File: config.mk
export PLATFORM = sky130hd
export DESIGN_NAME = vdram_access_sequencer
export DESIGN_NICKNAME = d
export VERILOG_FILES = /design/src/inc/vdram_seq_pkg.sv /design/src/hw/vdram_access_sequencer.sv
export VERILOG_INCLUDE_DIRS = /design/src /design/src/inc
export SDC_FILE = /design/constraint.sdc
export NUM_CORES = 1
export LEC_CHECK = 0
export ABC_AREA = 1
export BUFFER_PORTS_ARGS = -buffer_cell sky130_fd_sc_hd__buf_4
export CAP_MARGIN = 20
export CORE_MARGIN = 3
export CORE_UTILIZATION = 36
export DETAILED_ROUTE_END_ITERATION = 6
export PLACE_DENSITY = 0.76
export SYNTH_ARGS = -nofsm -noshare
export SYNTH_HDL_FRONTEND = slang
export SYNTH_SLANG_ARGS = --single-unit
File: constraint.sdc
create_clock -name clk -period 2 [get_ports clk]
set_input_delay 0.5 -clock clk [delete_from_list [all_inputs] [get_ports clk]]
set_output_delay 0.5 -clock clk [all_outputs]
set_load 0.005 [all_outputs]
File: src/inc/vdram_seq_defs.svh
// Constants for the video DRAM access sequencer: register map, field
// positions and reset values. Assumes a 32-bit classic Wishbone slave.
`ifndef VDRAM_SEQ_DEFS_SVH
`define VDRAM_SEQ_DEFS_SVH
// Register byte offsets.
`define VSEQ_CTRL_OFS 8'h00
`define VSEQ_STATUS_OFS 8'h04
// Control fields.
`define VSEQ_CTRL_VARIANT 0
`define VSEQ_CTRL_OVERRIDE 1
`define VSEQ_CTRL_W 2
`define VSEQ_CTRL_RESET 2'h0
// Status fields: sequence bits in the low byte; precharge, bank and strobe bits above.
`define VSEQ_ST_INSTR 0
`define VSEQ_ST_DATA 4
`define VSEQ_ST_PRE1 8
`define VSEQ_ST_PRE2 9
`define VSEQ_ST_BANK 10
`define VSEQ_ST_LATCH 11
`define VSEQ_ST_RAS 12
`define VSEQ_ST_CAS 13
`define VSEQ_ST_W 14
// Default widths.
`define VSEQ_ADDR_W 16
`define VSEQ_WB_ADR_W 8
`endif

File: src/inc/vdram_seq_pkg.sv
// Types shared by the video DRAM access sequencer.
// Assumes the constants header is compiled alongside.
package vdram_seq_pkg;
   // One-hot register select decoded from the bus address.
   typedef enum logic [1:0] {
      SEL_CTRL = 2'b01,
      SEL_STATUS = 2'b10
   } reg_sel_t;
   // Four-bit shift chain that counts the access cycles.
   typedef logic [3:0] seq_chain_t;
endpackage

File: src/hw/vdram_access_sequencer.sv
// Control logic for instruction fetch through a video DRAM serial port
// and single data reads and writes through its random-access port.
// Assumes all inputs are synchronous to clk and that the refresh
// counter, address decode and write-enable logic sit outside.
//
// Function
// Data access starts the cycle after an idle data_go without bus_invalid.
// Data states two to four follow state one, then the chain clears.
// Precharge lasts three cycles using precharge_first and precharge_second.
// Precharge starts after the third cycle of any access sequence.
// CAS stays active past RAS during a data read.
// load_bank_select loads addr_word_bit into bank_select_bit next edge.
// load_bank_select is instr_request and not instr_state_1.
// bank_select_bit toggles for each further instruction word.
// bank_select_bit holds whenever bus_invalid is high; the code still loads it when load_bank_select is high.
// One shift clock rising edge precedes the first serial word.
// Instruction states three and four force first shifts; bursts later.
// Even bank address passes through or increments by one word.
// latched_word_bit is captured at data start and selects the bank.
// burst_advance_enable is not state one, delayed request and ack.
// Transfer gate held at RAS edge gives a row transfer cycle.
// Transfer gate rises with instr_request and holds until tap fires.
// Strap selects short or long tap; low selects the long tap.
// Transfer gate enables data output in state two of a read.
// Shift clock held low while state one is on and four off.
// After first access the shift clock follows bank_select_bit.
// During reset the shift clock passes the processor clock.
// Ready asserts in the first-word cycle, state three low, four high.
// Ready asserts after a valid burst request and ack last cycle.
// instr_go accepted only when idle and for a valid request.
// instr_state_1 lasts five cycles; fifth is state three low, four high.
// RAS stays active three cycles after any start.
// Registered equations are flops; plain equations are combinational.
// Reset clears all sequence and bank state to idle.
//
// Implementation choices: register access over Wishbone and the address map.
`include "vdram_seq_defs.svh"

module vdram_access_sequencer #(
   parameter int ADDR_W = `VSEQ_ADDR_W,
   parameter int WB_ADR_W = `VSEQ_WB_ADR_W
) (
   input wire logic clk, // Processor clock, 100 MHz.
   input wire logic rst_b, // Synchronous reset, active low.
   input wire logic ce, // Clock enable; sequencer state freezes while low, the register bus does not.
   input wire logic instr_request, // Processor instruction request.
   input wire logic instr_go, // Validated instruction start request.
   input wire logic data_go, // Validated data start request.
   input wire logic data_write, // High for a data write access.
   input wire logic bus_invalid, // Bus control signals not valid.
   input wire logic refresh_busy, // Refresh pending or running.
   input wire logic refresh_last, // Last cycle of a refresh sequence.
   input wire logic instr_burst_request, // Processor burst request.
   input wire logic instr_burst_ack, // System burst acknowledge.
   input wire logic addr_word_bit, // Address bit selecting word bank.
   input wire logic [ADDR_W-1:0] addr_in, // Word address above that bit.
   input wire logic delay_tap_short, // Short delay tap of RAS copy.
   input wire logic delay_tap_long, // Long delay tap of RAS copy.
   input wire logic memory_variant_strap, // Low selects the long tap.
   input wire logic wb_cyc_i, // Wishbone cycle.
   input wire logic wb_stb_i, // Wishbone strobe.
   input wire logic wb_we_i, // Wishbone write enable.
   input wire logic [WB_ADR_W-1:0] wb_adr_i, // Wishbone byte address.
   input wire logic [3:0] wb_sel_i, // Wishbone byte lanes.
   input wire logic [31:0] wb_dat_i, // Wishbone write data.
   output logic [31:0] wb_dat_o, // Wishbone read data.
   output logic wb_ack_o, // Wishbone acknowledge.
   output logic ras_strobe, // Row strobe, active high.
   output logic cas_strobe, // Column strobe, active high.
   output logic precharge_first, // First precharge flag.
   output logic precharge_second, // Second precharge flag.
   output logic bank_select_bit, // Bank that drives the bus.
   output logic latched_word_bit, // Data bank held for the access.
   output logic load_bank_select, // Bank select load enable.
   output logic burst_advance_enable, // Bank toggle enable for bursts.
   output logic row_copy_and_output_gate, // Transfer and output gate.
   output logic [1:0] serial_shift_clock, // Shift clock per bank.
   output logic instr_ready_resp, // Instruction data valid.
   output logic [ADDR_W-1:0] even_bank_addr // Address for the even bank.
);

   // Refuse widths the logic cannot serve.
   if (ADDR_W < 2 || WB_ADR_W < 3 || WB_ADR_W > 32)
   begin : g_bad_param
      $error("vdram_access_sequencer: unsupported width parameter");
   end

   // Sequence chains and delayed bus copies.
   vdram_seq_pkg::seq_chain_t instr_state;
   vdram_seq_pkg::seq_chain_t data_state;
   logic burst_request_delayed;
   logic instr_ack_delayed;
   logic bus_invalid_delayed;
   logic gate_hold;
   logic [`VSEQ_CTRL_W-1:0] ctrl;

   // Named views of the chains.
   wire instr_state_1 = instr_state[0];
   wire instr_state_2 = instr_state[1];
   wire instr_state_3 = instr_state[2];
   wire instr_state_4 = instr_state[3];
   wire data_state_1 = data_state[0];
   wire data_state_2 = data_state[1];
   wire data_state_3 = data_state[2];
   wire data_state_4 = data_state[3];

   // Idle and start qualification.
   wire idle = !instr_state_1 && !data_state_1 && !precharge_first
      && !precharge_second && !refresh_busy;
   wire instr_start = idle && instr_go && instr_request;
   wire data_start = idle && data_go && !instr_go;
   wire first_word_state = !instr_state_3 && instr_state_4;

   // Next values of the instruction chain.
   wire next_instr_1 = (!bus_invalid && !instr_state_1 && instr_start)
      || (instr_state_1 && !first_word_state);
   wire next_instr_2 = instr_state_1 && !first_word_state;
   wire next_instr_3 = instr_state_2 && !instr_state_4;
   wire next_instr_4 = instr_state_3;

   // Next values of the data chain.
   wire next_data_1 = (!bus_invalid && !data_state_1 && data_start)
      || (data_state_1 && !data_state_4);
   wire next_data_2 = data_state_1 && !data_state_4;
   wire next_data_3 = data_state_2 && !data_state_4;
   wire next_data_4 = data_state_3 && !data_state_4;

   // Precharge begins after the third cycle of any access or the last refresh cycle.
   wire next_pre_1 = (!precharge_first
      && (instr_state_3 || data_state_3 || refresh_last))
      || (precharge_first && !precharge_second);

   // Row strobe held for three cycles after a valid start.
   wire next_ras = (!bus_invalid && !ras_strobe
      && (instr_start || data_start))
      || (ras_strobe && instr_state_1 && !instr_state_3)
      || (ras_strobe && data_state_1 && !data_state_3);

   // Column strobe follows row strobe, held through a data read.
   wire next_cas = (ras_strobe && (instr_state_1 || data_state_1))
      || (cas_strobe && data_state_1 && !data_write);

   // Bank select load, burst enable and ready are combinational.
   wire load_sel = instr_request && !instr_state_1;
   wire burst_en = !instr_state_1 && burst_request_delayed
      && instr_ack_delayed;
   wire toggle_bank = instr_state_3 || instr_state_4
      || burst_en;
   wire next_bank = load_sel ? addr_word_bit
      : bus_invalid ? bank_select_bit
      : toggle_bank ? !bank_select_bit : bank_select_bit;

   // Tap choice: software override or the strap pin.
   wire variant_short = ctrl[`VSEQ_CTRL_OVERRIDE]
      ? ctrl[`VSEQ_CTRL_VARIANT] : memory_variant_strap;
   wire tap_fired = variant_short ? delay_tap_short
      : delay_tap_long;
   wire gate_now = (!data_state_1
      && (instr_request || (gate_hold && !tap_fired)))
      || (data_state_2 && !data_write);

   // Shift clock low window before the first shift edge.
   wire shift_hold = instr_state_1 && !instr_state_4;

   // Selective one-word increment for the even bank.
   wire [ADDR_W-1:0] addr_step = {{(ADDR_W-1){1'b0}}, addr_word_bit};
   wire [ADDR_W-1:0] next_even = addr_in + addr_step;

   // Register bus decode.
   wire wb_req = wb_cyc_i && wb_stb_i && !wb_ack_o;
   wire [7:0] wb_ofs = 8'(wb_adr_i);
   wire vdram_seq_pkg::reg_sel_t sel_ctrl_v = vdram_seq_pkg::SEL_CTRL;
   wire [1:0] reg_sel = (wb_ofs == `VSEQ_CTRL_OFS) ? 2'(sel_ctrl_v)
      : (wb_ofs == `VSEQ_STATUS_OFS) ? 2'(vdram_seq_pkg::SEL_STATUS)
      : 2'h0;
   wire ctrl_wr = wb_req && wb_we_i && wb_sel_i[0]
      && reg_sel == 2'(vdram_seq_pkg::SEL_CTRL);
   wire [`VSEQ_ST_W-1:0] status_word = {cas_strobe, ras_strobe,
      latched_word_bit, bank_select_bit, precharge_second,
      precharge_first, data_state, instr_state};
   wire [31:0] read_word = (reg_sel == 2'(vdram_seq_pkg::SEL_CTRL))
      ? {{(32-`VSEQ_CTRL_W){1'b0}}, ctrl}
      : (reg_sel == 2'(vdram_seq_pkg::SEL_STATUS))
      ? {{(32-`VSEQ_ST_W){1'b0}}, status_word} : 32'h0;

   // Access and precharge chains.
   always_ff @(posedge clk)
   begin
      if (!rst_b)
      begin
         instr_state <= 4'h0;
         data_state <= 4'h0;
         precharge_first <= 1'b0;
         precharge_second <= 1'b0;
      end
      else if (ce)
      begin
         instr_state <= {next_instr_4, next_instr_3, next_instr_2,
            next_instr_1};
         data_state <= {next_data_4, next_data_3, next_data_2,
            next_data_1};
         precharge_first <= next_pre_1;
         precharge_second <= precharge_first;
      end
   end

   // Strobes, bank state and delayed bus copies.
   always_ff @(posedge clk)
   begin
      if (!rst_b)
      begin
         ras_strobe <= 1'b0;
         cas_strobe <= 1'b0;
         bank_select_bit <= 1'b0;
         latched_word_bit <= 1'b0;
         burst_request_delayed <= 1'b0;
         instr_ack_delayed <= 1'b0;
         bus_invalid_delayed <= 1'b0;
         gate_hold <= 1'b0;
      end
      else if (ce)
      begin
         ras_strobe <= next_ras;
         cas_strobe <= next_cas;
         bank_select_bit <= next_bank;
         if (data_start)
         begin
            latched_word_bit <= addr_word_bit;
         end
         burst_request_delayed <= instr_burst_request;
         instr_ack_delayed <= instr_burst_ack;
         bus_invalid_delayed <= bus_invalid;
         gate_hold <= gate_now;
      end
   end

   // Control register and bus answer; unmapped reads return zero.
   always_ff @(posedge clk)
   begin
      if (!rst_b)
      begin
         ctrl <= `VSEQ_CTRL_RESET;
         wb_ack_o <= 1'b0;
         wb_dat_o <= 32'h0;
      end
      else
      begin
         wb_ack_o <= wb_req;
         wb_dat_o <= wb_req ? read_word : 32'h0;
         if (ctrl_wr)
         begin
            ctrl <= wb_dat_i[`VSEQ_CTRL_W-1:0];
         end
      end
   end

   // Combinational responses that must act within the cycle.
   assign load_bank_select = load_sel;
   assign burst_advance_enable = burst_en;
   assign row_copy_and_output_gate = gate_now;
   assign instr_ready_resp = first_word_state
      || (!bus_invalid_delayed && burst_en);
   assign even_bank_addr = next_even;

   // Per-bank shift clock: bank 1 follows the bank bit, bank 0 its inverse.
   for (genvar b = 0; b < 2; b++)
   begin : g_shift
      wire bank_match = (b == 1) ? bank_select_bit : !bank_select_bit;
      assign serial_shift_clock[b] = (!rst_b && clk)
         || (rst_b && !shift_hold && bank_match);
   end

   // Data start leads to state one next cycle.
   a_data_start: assert property (@(posedge clk)
      disable iff (!rst_b)
      (ce && data_start && !bus_invalid) |=> data_state_1)
      else $error("data start did not set state one");

   // Data chain steps to state two while it runs.
   a_data_chain: assert property (@(posedge clk)
      disable iff (!rst_b)
      (ce && data_state_1 && !data_state_4) |=> data_state_2)
      else $error("data chain did not advance");

   // Data chain clears after state four.
   a_data_clear: assert property (@(posedge clk)
      disable iff (!rst_b)
      (ce && data_state_4) |=> !data_state_1 && !data_state_4)
      else $error("data chain did not clear");

   // Precharge second follows first by one cycle.
   a_pre_follow: assert property (@(posedge clk)
      disable iff (!rst_b)
      ce |=> precharge_second == $past(precharge_first))
      else $error("precharge second out of step");

   // Precharge starts after instruction state three.
   a_pre_start: assert property (@(posedge clk)
      disable iff (!rst_b)
      (ce && instr_state_3 && !precharge_first) |=> precharge_first)
      else $error("precharge did not start");

   // A read keeps the column strobe on while its data chain runs.
   a_cas_hold: assert property (@(posedge clk)
      disable iff (!rst_b)
      (ce && cas_strobe && data_state_1 && !data_write) |=> cas_strobe)
      else $error("column strobe dropped during read");

   // Load captures the word bit.
   a_bank_load: assert property (@(posedge clk)
      disable iff (!rst_b)
      (ce && load_bank_select) |=>
      bank_select_bit == $past(addr_word_bit))
      else $error("bank select not loaded");

   // Bus invalid freezes the bank bit unless loading.
   a_bank_hold: assert property (@(posedge clk)
      disable iff (!rst_b)
      (ce && bus_invalid && !load_bank_select) |=>
      $stable(bank_select_bit))
      else $error("bank select changed while bus invalid");

   // Burst toggles the bank bit.
   a_bank_toggle: assert property (@(posedge clk)
      disable iff (!rst_b)
      (ce && burst_advance_enable && !bus_invalid
      && !load_bank_select) |=> bank_select_bit != $past(bank_select_bit))
      else $error("bank select did not toggle");

   // Even word addresses pass unchanged to the even bank.
   a_even_pass: assert property (@(posedge clk)
      disable iff (!rst_b)
      !addr_word_bit |-> even_bank_addr == addr_in)
      else $error("even bank address changed for even word");

   // A data start latches the word bit for the whole access.
   a_word_latch: assert property (@(posedge clk)
      disable iff (!rst_b)
      (ce && data_start) |=> latched_word_bit == $past(addr_word_bit))
      else $error("word bit not latched at data start");

   // Ready in the fifth instruction cycle.
   a_ready_first: assert property (@(posedge clk)
      disable iff (!rst_b)
      first_word_state |-> instr_ready_resp)
      else $error("ready missing in first-word cycle");

   // A valid burst step gives ready in the next cycle after the first word.
   a_ready_burst: assert property (@(posedge clk)
      disable iff (!rst_b)
      (ce && instr_burst_request && instr_burst_ack && !bus_invalid)
      |=> instr_state_1 || instr_ready_resp)
      else $error("ready missing after burst step");

   // Shift clocks low during the hold window.
   a_shift_low: assert property (@(posedge clk)
      disable iff (!rst_b)
      shift_hold |-> serial_shift_clock == 2'h0)
      else $error("shift clock high during hold");

   // During reset both shift clocks copy the high clock phase.
   a_shift_reset: assert property (@(negedge clk)
      !rst_b |-> serial_shift_clock == 2'h3)
      else $error("shift clock not following clock in reset");

   // Row strobe lasts exactly three cycles after an instruction start.
   a_ras_width: assert property (@(posedge clk)
      disable iff (!rst_b)
      (ce && instr_start && !bus_invalid && !ras_strobe) ##1 ce [*4]
      |-> !ras_strobe && $past(ras_strobe) && $past(ras_strobe, 2)
      && $past(ras_strobe, 3))
      else $error("row strobe width wrong");

   // Gate drops in the cycle the tap fires outside a data access.
   a_gate_end: assert property (@(posedge clk)
      disable iff (!rst_b)
      (!data_state_1 && !instr_request && tap_fired) |->
      !row_copy_and_output_gate)
      else $error("transfer gate held past tap");

   // Reset leaves the sequencer idle with no strobes and no ready.
   a_reset_idle: assert property (@(posedge clk)
      !rst_b |=> !ras_strobe && !cas_strobe && !instr_state_1
      && !data_state_1 && !precharge_first && !instr_ready_resp)
      else $error("sequencer not idle after reset");

endmodule // vdram_access_sequencer

* Yosys cells after proc, flatten, opt, wreduce, memory -nomap -nowiden
Index checks and enable logic that the tools add are counted.
W data, S select, Z words.
** Word-level totals
- Flip-flop bits (word level) :: 53
- Logic and storage cells :: 124
** Cells by class
- $add $sub $neg :: 1
- Equal/unequal tests :: 4
- Muxes and demuxes :: 9
- Bitwise logic cells :: 3
- Reduce and logical (&&, ||, !) cells :: 90
** Operator list (count)
- $logic_and A1 B1 Y1 :: 46
- $logic_not A1 Y1 :: 20
- $logic_or A1 B1 Y1 :: 17
- $add A16 B1 Y16 :: 1
- $eq A8 B3 Y1 const B :: 1
- $logic_not A8 Y1 :: 1
- $mux W2 :: 4
- $mux W1 :: 5
- $reduce_and A2 Y1 :: 2
- $reduce_or A4 Y1 :: 1
- $not A1 Y1 :: 3
- $reduce_and A3 Y1 :: 1
- $reduce_or A3 Y1 :: 1
- $eq A2 B1 Y1 const B :: 1
- $eq A2 B2 Y1 const B :: 1
- $ne A2 B1 Y1 const B :: 1
- $reduce_bool A2 Y1 :: 1

* Depth between registers and ports, before layout
- Depth after elaboration :: 11
- Depth in mapped cells :: 9
- Gate-level depth less buffers :: 9

==> impl_results.md <==
* Worst Path Required at ~1.5 ns
* Crit path max fanout at 2
* Share of layout cells above drive strength 1 at 37.4%
* Post-CTS Hold Fix Bufs at 0
* Largest net degree at the start of global routing at 24
* Setup ws final at -0.0723 ns
* Finished Layout Cells at 428
* Die H at 78.4 um
* All-layer global routing usage at between 10% and 20%
* First-pass GRT wire length at roughly 8.2 mm
* Final net count at between 400 and 500
* CTS max path bufs at 2
* Post-Route WL at ~5.1 mm
* Post-route DRC violation count at 0
* Dpl cells at between 400 and 500
* Final period utilization at 104%
* Synth warn at 0
* Gr ovfl total at 0
* Fillers at around 470
* Status: finished with violations
* DR vias/cell at approximately 4.5
* Clk_lat worst skew at between 0.3 and 0.4 ns
* Final setup TNS at -0.225 ns
* Post-synth EDFFs at 0
* Clk slew on worst S/H paths at about 0.11 ns
* Critical-path top delay cell: ha_4
* Drt pass-1 iters at 4
* Worst setup SP type: primary input
* Setup CP Type: in -> out
* Layout Utilization at around three fifths
* Fraction of registers with async set/reset at 0%
* Synth-to-layout area growth at 52.3%
* Unrepaired setup endpoints after global routing: true
* Row count at 25
* Crit-path cells: buf_8, ha_4, ha_4, nand3_4, nor2_4, nand3_4, nor2_2, xor2_1, buf_4
* Die width at between 70 and 80 um
* Top-area cell type share of the netlist area at around 37%
* DR WL/cell at about 12 um
* Die area at between 6000 and 7000 um2
* Static leakage power at roughly 1.3 nW
* Failing checks: setup timing
* DRT iter0 DRCs at 137
* CTS tree: done
* Flops & latches, synth at 35
* Final hold vios at 0
* Via count at ~1900
* H-tree depth at 2
* Mapped Cells at between 200 and 300
* Starting density of the core at between 30 and 40%
* Ant diodes at 0
* Sequential fraction of the synthesis area at 37.1%
* Power density cells at around 590 nW/um2
* Tmin final at around 2.1 ns
* Post-Syn Area at roughly 1900 um2
* Maxcap violations at 0
* Fin. max-slew vios at 0
* Antenna-violating nets left at 0
* CP Capture Type: output pin
* Synth cell types at 31
* IO buf count at just under 90
* Vias in the first global route at 1801
* Setup violators final at 8
* Most frequent cell after synthesis: nand2_1
* CP Data Arrival Time at approximately 1.6 ns
* VDD IR max at between 0.4 and 0.5 mV
* Hold_ws at between 0.3 and 0.4 ns
* Clk_skew at between 0.15 and 0.2 ns
* Post-Syn Area per Cell at 7.21 um2
* TritonCTS Buffers at 5
* Synth area leader: dfxtp_1
* Predominant post-synthesis flop cell: dfxtp_1
* Core area at 4880 um2
* Detailed Place HPWL at roughly 3.8 mm
* Area contributors post-synth: dfxtp_1 37%, nand2_1 8.2%, buf_4 7.2%
* Clock root buffer master: clkbuf_8
* Critical Path Max Stage Delay at ~0.15 ns
* Max frequency at about 480 MHz
* Initial antenna violation count at 0
* I/O Pins at 140
* Worst min-delay path class: reg -> reg
* Top post-synthesis cells by count: 41 x nand2_1, 35 x dfxtp_1, 35 x inv_1
* Worst slack, placed at -0.300 ns
* Final Wtd Congestion at around 0.80
[area by class of cell]
type | instances | area (um2) | area share [%]
clock inverters | 5 | 53.8 | 1.87
multi-input cells | 185 | 1100 | 38.1
flip-flops and latches | 35 | 701 | 24.4
clock buffers | 6 | 70.1 | 2.44
repair buffers | 95 | 739 | 25.7
inverters | 35 | 131 | 4.57
well taps | 67 | 83.8 | 2.92
[final timing paths]
path	from	end	slack, ns	cells after the start
setup / recovery	addr_word_bit	even_bank_addr[12]	-0.07	9
hold / removal	latched_word_bit$_SDFFE_PN0P_	wb_dat_o[11]$_SDFF_PP0_	0.31	2
setup reg to reg	wb_ack_o$_SDFF_PN0_	wb_dat_o[10]$_SDFF_PP0_	0.39	5
hold reg to reg	latched_word_bit$_SDFFE_PN0P_	wb_dat_o[11]$_SDFF_PP0_	0.31	2
[sequential cells by signal, summed over array words and instances (netlist names)]
name                   flops
wb_dat_o                  14
data_state                 4
instr_state                4
ctrl                       2
bank_select_bit            1
burst_request_delayed      1
bus_invalid_delayed        1
cas_strobe                 1
gate_hold                  1
instr_ack_delayed          1
latched_word_bit           1
precharge_first            1
precharge_second           1
ras_strobe                 1
wb_ack_o                   1
[routing by layer]
layer  wire (um)  track usage (%)  vias to the layer above  part of all wire, %
met2        2550             28.8                       77                   50
met3         358             3.44                        6                  7.1
li1            -                -                      988                    -
met5           0                0                        -                    0
met4          61             3.67                        0                  1.2
met1        2090             22.3                      849                   41
[through the flow]
step | instance area, um2 | power, mW
final | 2880 | 1.68
after global routing | 2880 | 1.77
after CTS | 2820 | 1.68
after detailed placement | 2570 | 1.07
after global placement | 2570 | 1.06
after floorplan | 1950 | 0.909
[cells in the final DEF (no fill, tap or decap), drive strengths merged, types with 2 or more instances in the layout]
master  netlist  routed
o21ai        13      13
a211oi        2       2
xor2          9       9
conb          1      18
nand4         5       5
nand2        42      42
buf          19      97
o22ai         2       2
clkbuf        4       4
dfxtp        35      35
clkinv        1       2
xnor2         4       4
nand3        23      23
a21oi        14      14
or2           3       3
ha            2       2
nor2         41      41
nor3          2       2
inv          35      36
[where the power goes]
group,switching (mW),leakage [nW],total [mW],internal (mW)
clock,0.297,0.0703,0.662,0.365
combinational,0.143,0.984,0.293,0.150
sequential,0.0139,0.285,0.728,0.714
[timing repair]
action	in CTS	in global routing
setup buffers	3	2
pin swaps	16	16
setup endpoints to repair	13	12
cloned	0	0
resized for setup	24	9
[cell families (layout without fill, tap and decap cells)]
logic type	count (synthesis)	after routing	synth area share, %
buffers and inverters	59	141	15.7
AO/OA/AOI/OAI	34	34	9.81
other	1	18	0.199
flip-flops	35	35	37.1
XOR/XNOR	13	13	6.03
adder cells (fa/ha/maj)	2	2	1.33
AND/OR/NAND/NOR	118	118	29.8
[critical path, delay by kind of cell]
family	cells	cell delay, ns
AND/OR/NAND/NOR	4	0.42
XOR/XNOR	1	0.15
buffers and inverters	2	0.21
adder cells (fa/ha/maj)	2	0.29
Note: power is estimated with default switching activity, not from simulation.
